$ cat config.mk
export PLATFORM = sky130hd
export DESIGN_NAME = wdg_top
export DESIGN_NICKNAME = d
export VERILOG_FILES = /design/src/rtl/wdg_pkg.sv /design/src/rtl/wdg_counter.sv /design/src/rtl/wdg_tick_gen.sv /design/src/rtl/wdg_top.sv
export VERILOG_INCLUDE_DIRS = /design/src /design/src/rtl
export SDC_FILE = /design/constraint.sdc
export NUM_CORES = 1
export LEC_CHECK = 0
export BUFFER_PORTS_ARGS = -buffer_cell sky130_fd_sc_hd__buf_2
export CAP_MARGIN = 40
export CORE_MARGIN = 4
export CORE_UTILIZATION = 30
export DETAILED_ROUTE_END_ITERATION = 6
export PLACE_DENSITY = 0.62
export SLEW_MARGIN = 25
export SYNTH_ARGS = -nofsm -noshare
export SYNTH_HDL_FRONTEND = slang
export SYNTH_SLANG_ARGS = --single-unit
export TNS_END_PERCENT = 50
$ cat constraint.sdc
create_clock -name clk_sys -period 2.4 [get_ports clk_sys]
set_clock_uncertainty 0.2 [all_clocks]
set_input_delay 0.12 -clock clk_sys [delete_from_list [all_inputs] [get_ports clk_sys]]
set_output_delay 0.12 -clock clk_sys [all_outputs]
set_load 0.005 [all_outputs]
$ cat src/rtl/wdg_consts.svh
`ifndef WDG_CONSTS_SVH
`define WDG_CONSTS_SVH
// =====================================================================
// register byte offsets
`define WDG_OFS_RESET_STATUS   12'h000
`define WDG_OFS_OPTIONS_FIRST  12'h004
`define WDG_OFS_OPTIONS_SECOND 12'h008
`define WDG_OFS_COUNT          12'h00C
// =====================================================================
// field positions
`define WDG_BIT_ENABLE         7
`define WDG_BIT_TIMEOUT_SEL    6
`define WDG_BIT_CLOCK_SEL      7
`define WDG_BIT_SRC_WATCHDOG   5
`define WDG_BIT_SRC_POWER_ON   7
// =====================================================================
// reset values
`define WDG_RST_ENABLE         1'b1
`define WDG_RST_TIMEOUT_SEL    1'b1
`define WDG_RST_CLOCK_SEL      1'b0
// =====================================================================
// overflow exponents
`define WDG_EXP_SLOW_SHORT     5
`define WDG_EXP_SLOW_LONG      8
`define WDG_EXP_BUS_SHORT      13
`define WDG_EXP_BUS_LONG       18
// =====================================================================
// timing
`define WDG_CLK_PERIOD_NS      40
`define WDG_LOW_FREQ_PERIOD_NS 1000000
`define WDG_LOW_FREQ_CYCLES    (`WDG_LOW_FREQ_PERIOD_NS / `WDG_CLK_PERIOD_NS)
`define WDG_RESET_PULSE_CYCLES 16
`endif

$ cat src/rtl/wdg_pkg.sv
package wdg_pkg;
  typedef struct packed {
    logic enable;
    logic clockSel;
    logic timeoutSel;
  } wdg_cfg_t;

  typedef enum logic [1:0] {
    WDG_BUS_IDLE = 2'b00,
    WDG_BUS_RESP = 2'b01
  } wdg_wstate_t;
endpackage

$ cat src/rtl/wdg_counter.sv
`timescale 1ns/10ps
`include "wdg_consts.svh"
module wdg_counter (
  input  wire logic          clk_sys,
  input  wire logic          resetn,
  input  wire wdg_pkg::wdg_cfg_t cfg,
  input  wire logic          service,
  input  wire logic          slowTick,
  input  wire logic          stopMode,
  input  wire logic          debugMode,
  output logic [17:0]        count_q,
  output logic               overflow
);
  function automatic logic [17:0] limitOf(input wdg_pkg::wdg_cfg_t c);
    int e;
    e = c.clockSel ? (c.timeoutSel ? `WDG_EXP_BUS_LONG : `WDG_EXP_BUS_SHORT)
                   : (c.timeoutSel ? `WDG_EXP_SLOW_LONG : `WDG_EXP_SLOW_SHORT);
    return 18'((64'h1 << e) - 64'h1);
  endfunction

  wire       srcTick  = cfg.clockSel ? 1'b1 : slowTick;
  wire       slowStop = stopMode && !cfg.clockSel;
  wire       advance  = cfg.enable && srcTick && !stopMode && !debugMode;
  wire       atLimit  = (count_q == limitOf(cfg));

  assign overflow = advance && atLimit && !service;

  always_ff @(posedge clk_sys or negedge resetn) begin
    if (!resetn) begin
      count_q <= 18'h00000;
    end else if (service || slowStop || !cfg.enable) begin
      count_q <= 18'h00000;
    end else if (advance) begin
      count_q <= atLimit ? 18'h00000 : count_q + 18'h00001;
    end
  end
endmodule

$ cat src/rtl/wdg_tick_gen.sv
`timescale 1ns/10ps
`include "wdg_consts.svh"
module wdg_tick_gen #(
  parameter int DIVIDE = `WDG_LOW_FREQ_CYCLES
) (
  input  wire logic clk_sys,
  input  wire logic resetn,
  input  wire logic restart,
  output logic      tick
);
  logic [31:0] divCnt_q;
  wire         divEnd = (divCnt_q == 32'(DIVIDE - 1));

  always_ff @(posedge clk_sys or negedge resetn) begin
    if (!resetn) begin
      divCnt_q <= 32'h0000_0000;
      tick     <= 1'b0;
    end else begin
      divCnt_q <= (restart || divEnd) ? 32'h0000_0000 : divCnt_q + 32'h0000_0001;
      tick     <= divEnd && !restart;
    end
  end
endmodule

$ cat src/rtl/wdg_top.sv
// What this block does
// - overflow before service forces system reset
// - reset sets enable; clearing disables watchdog
// - any write to status address clears counter
// - clock select: 0 slow, 1 bus
// - slow source: 2^5 or 2^8 cycles
// - bus source: 2^13 or 2^18 cycles
// - default is slow source, long timeout
// - option registers accept first write only
// - first option writes clear the counter
// - debug mode holds the counter
// - bus source: stop freezes, then resumes
// - slow source: stop clears counter to zero
// - slow clock period nominally one millisecond
// - watchdog reset recorded in status register
`timescale 1ns/10ps
`include "wdg_consts.svh"
module wdg_top (
  input  wire logic        clk_sys,
  input  wire logic        resetn,
  input  wire logic        powerOnReset,
  input  wire logic        stopMode,
  input  wire logic        debugMode,
  output logic             systemResetReq,
  input  wire logic [11:0] s_axi_awaddr,
  input  wire logic        s_axi_awvalid,
  output logic             s_axi_awready,
  input  wire logic [31:0] s_axi_wdata,
  input  wire logic [3:0]  s_axi_wstrb,
  input  wire logic        s_axi_wvalid,
  output logic             s_axi_wready,
  output logic [1:0]       s_axi_bresp,
  output logic             s_axi_bvalid,
  input  wire logic        s_axi_bready,
  input  wire logic [11:0] s_axi_araddr,
  input  wire logic        s_axi_arvalid,
  output logic             s_axi_arready,
  output logic [31:0]      s_axi_rdata,
  output logic [1:0]       s_axi_rresp,
  output logic             s_axi_rvalid,
  input  wire logic        s_axi_rready
);
  // ===================================================================
  // write channel
  logic [11:0]       awAddr_q;
  logic              awHeld_q;
  logic [31:0]       wData_q;
  logic              wHeld_q;
  wdg_pkg::wdg_cfg_t cfg_q;
  logic              firstLocked_q;
  logic              secondLocked_q;
  logic              srcWatchdog_q;
  logic              srcPowerOn_q;
  logic [7:0]        pulseCnt_q;
  logic              wdgReset_q;
  logic [17:0]       count;
  logic              overflow;
  logic              slowTick;

  wire        awTake    = s_axi_awvalid && s_axi_awready;
  wire        wTake     = s_axi_wvalid && s_axi_wready;
  wire        haveAw    = awHeld_q || awTake;
  wire        haveW     = wHeld_q || wTake;
  wire [11:0] wAddr     = awHeld_q ? awAddr_q : s_axi_awaddr;
  wire [31:0] wData     = wHeld_q ? wData_q : s_axi_wdata;
  wire        wrFire    = haveAw && haveW && !s_axi_bvalid;
  wire        wrStatus  = wrFire && (wAddr == `WDG_OFS_RESET_STATUS);
  wire        wrFirst   = wrFire && (wAddr == `WDG_OFS_OPTIONS_FIRST) && !firstLocked_q;
  wire        wrSecond  = wrFire && (wAddr == `WDG_OFS_OPTIONS_SECOND) && !secondLocked_q;
  wire        wrMapped  = (wAddr[11:4] == 8'h00);
  wire        service   = wrStatus || wrFirst || wrSecond;

  always_ff @(posedge clk_sys or negedge resetn) begin
    if (!resetn) begin
      awHeld_q      <= 1'b0;
      wHeld_q       <= 1'b0;
      awAddr_q      <= 12'h000;
      wData_q       <= 32'h0000_0000;
      s_axi_awready <= 1'b1;
      s_axi_wready  <= 1'b1;
      s_axi_bvalid  <= 1'b0;
      s_axi_bresp   <= 2'b00;
    end else begin
      if (awTake) awAddr_q <= s_axi_awaddr;
      if (wTake) wData_q <= s_axi_wdata;
      if (wrFire) begin
        awHeld_q      <= 1'b0;
        wHeld_q       <= 1'b0;
        s_axi_awready <= 1'b0;
        s_axi_wready  <= 1'b0;
        s_axi_bvalid  <= 1'b1;
        s_axi_bresp   <= wrMapped ? 2'b00 : 2'b10;
      end else begin
        if (awTake) begin
          awHeld_q      <= 1'b1;
          s_axi_awready <= 1'b0;
        end
        if (wTake) begin
          wHeld_q      <= 1'b1;
          s_axi_wready <= 1'b0;
        end
        if (s_axi_bvalid && s_axi_bready) begin
          s_axi_bvalid  <= 1'b0;
          s_axi_awready <= 1'b1;
          s_axi_wready  <= 1'b1;
        end
      end
    end
  end

  // ===================================================================
  // write-once options
  always_ff @(posedge clk_sys or negedge resetn) begin
    if (!resetn) begin
      cfg_q.enable     <= `WDG_RST_ENABLE;
      cfg_q.timeoutSel <= `WDG_RST_TIMEOUT_SEL;
      cfg_q.clockSel   <= `WDG_RST_CLOCK_SEL;
      firstLocked_q    <= 1'b0;
      secondLocked_q   <= 1'b0;
    end else begin
      if (wrFirst) begin
        cfg_q.enable     <= wData[`WDG_BIT_ENABLE];
        cfg_q.timeoutSel <= wData[`WDG_BIT_TIMEOUT_SEL];
        firstLocked_q    <= 1'b1;
      end
      if (wrSecond) begin
        cfg_q.clockSel <= wData[`WDG_BIT_CLOCK_SEL];
        secondLocked_q <= 1'b1;
      end
    end
  end

  // ===================================================================
  // counter and timebase
  wdg_tick_gen u_tick (
    .clk_sys (clk_sys),
    .resetn  (resetn),
    .restart (stopMode),
    .tick    (slowTick)
  );

  wdg_counter u_count (
    .clk_sys   (clk_sys),
    .resetn    (resetn),
    .cfg       (cfg_q),
    .service   (service),
    .slowTick  (slowTick),
    .stopMode  (stopMode),
    .debugMode (debugMode),
    .count_q   (count),
    .overflow  (overflow)
  );

  // ===================================================================
  // reset request and cause record
  always_ff @(posedge clk_sys or negedge resetn) begin
    if (!resetn) begin
      pulseCnt_q     <= 8'h00;
      wdgReset_q     <= 1'b0;
      systemResetReq <= 1'b0;
    end else begin
      if (overflow) begin
        pulseCnt_q <= 8'(`WDG_RESET_PULSE_CYCLES);
        wdgReset_q <= 1'b1;
      end else if (pulseCnt_q != 8'h00) begin
        pulseCnt_q <= pulseCnt_q - 8'h01;
      end
      systemResetReq <= overflow || (pulseCnt_q > 8'h01);
    end
  end

  // power-on marks its own cause and clears the watchdog cause
  always_ff @(posedge clk_sys or negedge resetn) begin
    if (!resetn) begin
      srcWatchdog_q <= 1'b0;
      srcPowerOn_q  <= 1'b0;
    end else if (powerOnReset) begin
      srcWatchdog_q <= 1'b0;
      srcPowerOn_q  <= 1'b1;
    end else if (overflow) begin
      srcWatchdog_q <= 1'b1;
      srcPowerOn_q  <= 1'b0;
    end
  end

  // ===================================================================
  // read channel
  logic [31:0] rdMux;
  wire [11:0]  rAddr = s_axi_araddr;
  wire         arTake = s_axi_arvalid && s_axi_arready;
  wire         rMapped = (rAddr[11:4] == 8'h00);

  always_comb begin
    rdMux = 32'h0000_0000;
    case (rAddr)
      `WDG_OFS_RESET_STATUS: begin
        rdMux[`WDG_BIT_SRC_WATCHDOG] = srcWatchdog_q;
        rdMux[`WDG_BIT_SRC_POWER_ON] = srcPowerOn_q;
      end
      `WDG_OFS_OPTIONS_FIRST: begin
        rdMux[`WDG_BIT_ENABLE]      = cfg_q.enable;
        rdMux[`WDG_BIT_TIMEOUT_SEL] = cfg_q.timeoutSel;
      end
      `WDG_OFS_OPTIONS_SECOND: begin
        rdMux[`WDG_BIT_CLOCK_SEL] = cfg_q.clockSel;
      end
      `WDG_OFS_COUNT: begin
        rdMux[17:0] = count;
      end
      default: begin
        rdMux = 32'h0000_0000;
      end
    endcase
  end

  always_ff @(posedge clk_sys or negedge resetn) begin
    if (!resetn) begin
      s_axi_arready <= 1'b1;
      s_axi_rvalid  <= 1'b0;
      s_axi_rdata   <= 32'h0000_0000;
      s_axi_rresp   <= 2'b00;
    end else if (arTake) begin
      s_axi_arready <= 1'b0;
      s_axi_rvalid  <= 1'b1;
      s_axi_rdata   <= rdMux;
      s_axi_rresp   <= rMapped ? 2'b00 : 2'b10;
    end else if (s_axi_rvalid && s_axi_rready) begin
      s_axi_rvalid  <= 1'b0;
      s_axi_arready <= 1'b1;
    end
  end
endmodule

# [After elaboration in Yosys (flattened, before gate mapping)]
# Index checks and enable logic that the tools add are counted.
[classes] n_eq_ne=7 n_lt_le_gt_ge=1 add_sub_neg=4 reduce_logical=49 shifts=1 muxes=39
[ops] op="32-bit two-way mux" n=2
[ops] op="18-bit two-way mux" n=3
[ops] op="12-bit by 4-bit == test with 1-bit output (second input constant)" n=3
[ops] op="32-bit by 1-bit adder with 32-bit output (second input constant)" n=1
[ops] op="32-bit by 15-bit == test with 1-bit output (second input constant)" n=1
[ops] op="1-bit by 32-bit left shift with 18-bit output (first input constant)" n=1
[ops] op="12-bit by 3-bit == test with 1-bit output (second input constant)" n=2
[ops] op="12-bit logical NOT" n=2
[ops] op="8-bit two-way mux" n=3
[ops] op="1-bit two-way mux" n=21
[ops] op="1-bit logical AND" n=19
[ops] op="18-bit by 1-bit adder with 18-bit output (second input constant)" n=1
[ops] op="18-bit == test" n=1
[ops] op="18-bit by 1-bit subtractor with 18-bit output (second input constant)" n=1
[ops] op="8-bit logical NOT" n=2
[ops] op="2-bit nonzero test" n=7
[ops] op="12-bit two-way mux" n=1
[ops] op="10-bit two-way mux" n=1
[ops] op="5-bit two-way mux" n=2
[ops] op="8-bit by 1-bit greater-than comparator with 1-bit output (second input constant)" n=1
[ops] op="1-bit logical NOT" n=8
[ops] op="1-bit logical OR" n=8
[ops] op="8-bit nonzero test" n=1
[ops] op="8-bit by 1-bit subtractor with 8-bit output (second input constant)" n=1
[ops] op="other kinds (5)" n=8
[totals] input_bits=70 register_bits=116 elab_cells=125

# [Longest topological paths before layout]
[logic_depth] word_depth=12 ltp_mapped=9

# [Modules after synthesis]
# Synthesis repeated with hierarchy kept, for this count alone.
[unflattened] hier_cells=601 hier_area_um2=5983.2
[modules_own_cells] module="wdg_top" area_each_um2=2623.8 seq_area_each_um2=1432.6 cells_per_inst=224 n_inst=1
[modules_own_cells] module="wdg_tick_gen" area_each_um2=1731.7 seq_area_each_um2=825.8 cells_per_inst=185 n_inst=1
[modules_own_cells] module="wdg_counter" area_each_um2=1627.8 seq_area_each_um2=450.4 cells_per_inst=192 n_inst=1

# [Worst setup path before layout]
# Ideal clock, no wire load.
[synth_path] path_kind="flip-flop to flip-flop" start="reg cfg_q[0] (netlist bit)" end="reg srcPowerOn_q" synth_period_minus_slack_ps=2609 path_slack_ps=-209 arrival_time_ps=2285 t_required_ps=2076 path_stages_with_launch=10 n_path_buf=1 path_cell_list="dfstp_2 -> inv_1 -> ha_1 -> nor4b_1 -> xnor2_1 -> mux2i_1 -> nand3_2 -> a211oi_2 -> buf_4 -> o21bai_1"
[synth_between] elab_chain_cells=8 word_cells_on_any_way=9 classes_between="add/sub (1); eq/ne (1); shift (1); mux (3); reduce/logical (3)"
[synth_lines] element="start, declared" line_no="wdg_top.sv:49" source="wdg_pkg::wdg_cfg_t cfg_q;"
[synth_lines] element="4-bit two-way mux (no source line) or 5-bit two-way mux (tied branches)"
[synth_lines] element="32-bit two-way mux (*)" line_no="wdg_counter.sv:16" source="e = c.clockSel ? (c.timeoutSel ? `WDG_EXP_BUS_LONG : `WDG_EXP_BUS_SHORT)"
[synth_lines] element="1-bit by 32-bit left shift with 18-bit output (*)" line_no="wdg_counter.sv:18" source="return 18'((64'h1 << e) - 64'h1);"
[synth_lines] element="18-bit by 1-bit subtractor with 18-bit output (*)" line_no="wdg_counter.sv:18"
[synth_lines] element="18-bit == test (*)" line_no="wdg_counter.sv:24" source="wire atLimit = (count_q == limitOf(cfg));"
[synth_lines] element="1-bit logical AND (*) (2 in series)" line_no="wdg_counter.sv:26" source="assign overflow = advance && atLimit && !service;"
[synth_lines] element="2-bit nonzero test (no source line) (*)"
[synth_lines] element="end signal, assigned" line_no="wdg_top.sv:176" source="srcPowerOn_q <= 1'b0;"
[synth_lines] element="end signal, assigned" line_no="wdg_top.sv:179" source="srcPowerOn_q <= 1'b1;"
[synth_lines] element="end signal, assigned" line_no="wdg_top.sv:182" source="srcPowerOn_q <= 1'b0;"
[synth_lines] element="end, declared" line_no="wdg_top.sv:53" source="logic srcPowerOn_q;"
# Every way passes the cells marked *; elsewhere a longest branch is shown, timed or not.
# A chain may end at the register's enable or synchronous reset.

# [Final worst setup path]
[layout_path] start="reg cfg_q[0] (netlist bit)" end="reg srcWatchdog_q"
[layout_between] elab_chain_cells=8 word_cells_on_any_way=9 classes_between="add/sub (1); eq/ne (1); shift (1); mux (3); reduce/logical (3)"
[layout_lines] element="4-bit two-way mux (no source line) or 5-bit two-way mux (tied branches)"
[layout_lines] element="32-bit two-way mux (*)" line_no="wdg_counter.sv:16"
[layout_lines] element="1-bit by 32-bit left shift with 18-bit output (*)" line_no="wdg_counter.sv:18"
[layout_lines] element="18-bit by 1-bit subtractor with 18-bit output (*)" line_no="wdg_counter.sv:18"
[layout_lines] element="18-bit == test (*)" line_no="wdg_counter.sv:24"
[layout_lines] element="1-bit logical AND (*) (2 in series)" line_no="wdg_counter.sv:26"
[layout_lines] element="2-bit nonzero test (no source line) (*)"
[layout_lines] element="end signal, assigned" line_no="wdg_top.sv:175" source="srcWatchdog_q <= 1'b0;"
[layout_lines] element="end signal, assigned" line_no="wdg_top.sv:178" source="srcWatchdog_q <= 1'b0;"
[layout_lines] element="end signal, assigned" line_no="wdg_top.sv:181" source="srcWatchdog_q <= 1'b1;"
[layout_lines] element="end, declared" line_no="wdg_top.sv:52" source="logic srcWatchdog_q;"
# Marks and branches as above.

==> out/summary.txt <==
Final WS setup - -0.220 ns
gr ovfl total - 0
Synth Instances - 541
routed vias - 4,207
RSZ-0062 raised after global routing - true
maximum vdd drop - 0.488 mV
area leader, netlist - dfrtp_1
area of the multi-input gates - 0.00269 mm2
clock tree sinks - 108
worst path cell trace - inv_4 -> buf_4 -> ha_4 -> or4b_4 -> o22ai_2 -> nand3_2 -> a211oi_2 -> buf_4 -> o21ba_1
Inst Count DP - 838
fin crit period - 2.62 ns
Top FF cell, synth - dfrtp_1
vias in the first global route - 4,051
sequential share of the synthesized area - 49.5%
crit-path max FO - 6
Crit Path Category - register to register
required time worst endpoint - 2.49 ns
total power - 3910 uW
failing checks - negative setup slack
synthesis-to-finish area growth - 26.4%
largest net degree at the start of global routing - 63
Detail Route Antenna Nets - 0
first-pass iteration count of the detailed router - 4
GP Congestion - 0.819
chip width - 143 um
asr flop ratio synth - 100%
fillers - 1,774
slowest CP cell - dfstp_2
Fmax - 382 MHz
Clock Latency Late Sink - 0.35 ns
synth top area cells - dfrtp_1 (47%), nor2_1 (5.3%), xor2_1 (4.8%)
Max Slew Vio Count - 0
r2r startpoint - cfg_q[0]
Worst Hold Class - primary input to asynchronous set/reset pin
Power Density - 565 mW/mm2
library cells used by synthesis - 58
Setup WS pre-CTS - -0.307 ns
CTS buffer count - 9
startpoint types - register
root buffer cell - clkbuf_16
Core Region - 0.0180 mm2
Worst Path Buf+Inv - 3
DR WL/cell - 13.1 um
Core Rows - 49
Crit path top cell by count - buf_4
Seq. cell area - 0.00271 mm2
drt drc - 0
# H-tree levels - 3
synth warn - 0
Seq cells post-synth - 108
die height - 143 um
CP Data Arrival Time - 2.71 ns
Syn Std Cell Area - 0.00547 mm2
Starting Density - 30.5%
initial antenna violation count - 1
global-route usage over all layers - 11.9%
Reg2Reg Setup Slack - -0.22 ns
reg2reg path depth - 9
Starting DRT DRC Count - 155
r2r endpoint - srcWatchdog_q
Slew @ Worst Pin - 0.711 ns
clock buffer depth - 2
CP endpoint kind - register
Hold WS - 0.00715 ns
placed cell area - 0.00621 mm2
Tcrit/Tclk final - 109%
Synth top cells by count - dfrtp_1 (103), nor2_1 (77), nand2_1 (49), nand3_1 (30), xor2_1 (30)
layout cells sized above 1 - 24.6%
Ports - 112
Post-synth EDFFs - 0
port bufs - 61
Post-DP HPWL - 8.26 mm
status - finished with violations
endpoints failing setup - 28
final hold violations - 0
Top delay family on crit path - simple AND/OR/NAND/NOR gates
Routed Wire Length - 11.7 mm
Reg clk slew, reported paths - 0.07 ns
Antenna Cells - 0
fin cells - 892
slowest cell delay on critical path - 0.60 ns
first-pass GRT wire length - 19.7 mm
CTS tree - built
Static Leakage - 0.00313 uW
share of Yosys cell area claimed by the top area cell type - 47.1%
vias per inst - 4.72
Slew HR - 52.5%
cell with the most instances after synthesis - dfrtp_1
net count reported at finish - 738
design area - 0.00692 mm2
Avg Inst Size Synth - 10.1 um2
Max Cap Viol - 0
Die ar. - 0.0205 mm2
[per-layer routing]
layer / up-vias / track usage [%] / wire [um]
li1: 2092 / - / -
met1: 2029 / 15.0 / 5390
met2: 69 / 19.6 / 5590
met3: 15 / 3.45 / 546
met4: 2 / 3.75 / 155
met5: - / 0 / 20
[repair_timing]
action,in CTS,in global routing
resized for setup,8,4
hold buffers,31,0
endpoints found under the setup margin,29,32
pin swaps,11,1
setup buffers,6,0
cloned,1,0
endpoints found under the hold margin,133,0
[where the power goes]
part	internal [uW]	switching (uW)	total, uW
registers	1910	84.4	2000
logic	220	237	457
clock network	811	649	1460
total	2940	970	3910
[final cells by class]
class,instances,share of cell area (%)
Sequential cell,108,39.1
Multi-Input combinational cell,403,38.9
Timing Repair Buffer,124,13.0
Tap cell,229,4.14
Clock buffer,12,3.42
Clock inverter,4,0.741
Inverter,12,0.687
[worst max-delay path by stage]
stage               cells past startpoint  slack (ns)        endpoint      from
floorplan                               8       -0.10    srcPowerOn_q  cfg_q[0]
global placement                        8       -0.23  systemResetReq  cfg_q[0]
detailed placement                      8       -0.31    srcPowerOn_q  cfg_q[0]
CTS                                     9       -0.22    srcPowerOn_q  cfg_q[0]
global route                            9       -0.33   srcWatchdog_q  cfg_q[0]
finish                                  9       -0.22   srcWatchdog_q  cfg_q[0]
[stage by stage]
stage               TNS, ns  util (%)
finish                -4.98      38.5
global placement      -3.63      34.6
floorplan             -1.28         -
detailed placement    -6.02      34.6
global route          -8.13      38.5
CTS                   -5.15      38.4
[cells in the final DEF (no fill, tap or decap), types with 4 or more instances in the layout]
cell	Yosys	final
a21oi_1	13	13
a22o_1	15	15
and3_1	9	9
buf_2	3	61
buf_4	17	28
clkbuf_16	0	9
conb_1	1	16
dfrtp_1	103	103
dfstp_2	5	5
dlygate4sd3_1	0	31
ha_1	10	5
ha_4	0	4
inv_1	11	9
mux2_2	19	19
nand2_1	49	49
nand2b_1	5	5
nand3_1	30	30
nand4_1	11	11
nor2_1	77	77
nor2_2	4	4
nor3_1	16	16
nor4_1	11	8
nor4_2	1	4
nor4b_1	6	5
o21ai_0	12	11
or3_1	6	5
xnor2_1	19	19
xor2_1	30	30
[logic make-up (layout without fill, tap and decap cells)]
kind of cell             Yosys count  count (layout)  synth area share (%)
AND/OR/NAND/NOR                  245             245                  22.7
flip-flops                       108             108                  49.5
buffers and inverters             45             152                  4.46
other                              1              16                0.0685
multiplexers                      24              24                  5.05
XOR/XNOR                          49              49                  7.84
AO/OA/AOI/OAI                     59              59                  8.07
adder cells (fa/ha/maj)           10              10                  2.29
[registers in the layout (all words and copies together) (netlist names), 2 cells and up]
signal,cells
wData_q,2
u_tick.divCnt_q,32
cfg_q,3
awAddr_q,12
u_count.count_q,18
s_axi_rdata,18
pulseCnt_q,8
[worst register-to-register path, delay by kind of cell, from the launching register on]
kind / cells / cell delay, ns
and+or+nand+nor: 2 / 0.63
DFF: 1 / 0.60
AOI/OAI and AO/OA: 3 / 0.57
buffers and inverters: 3 / 0.38
adders and majority gates: 1 / 0.17
Power figures use the tool's default switching activity.
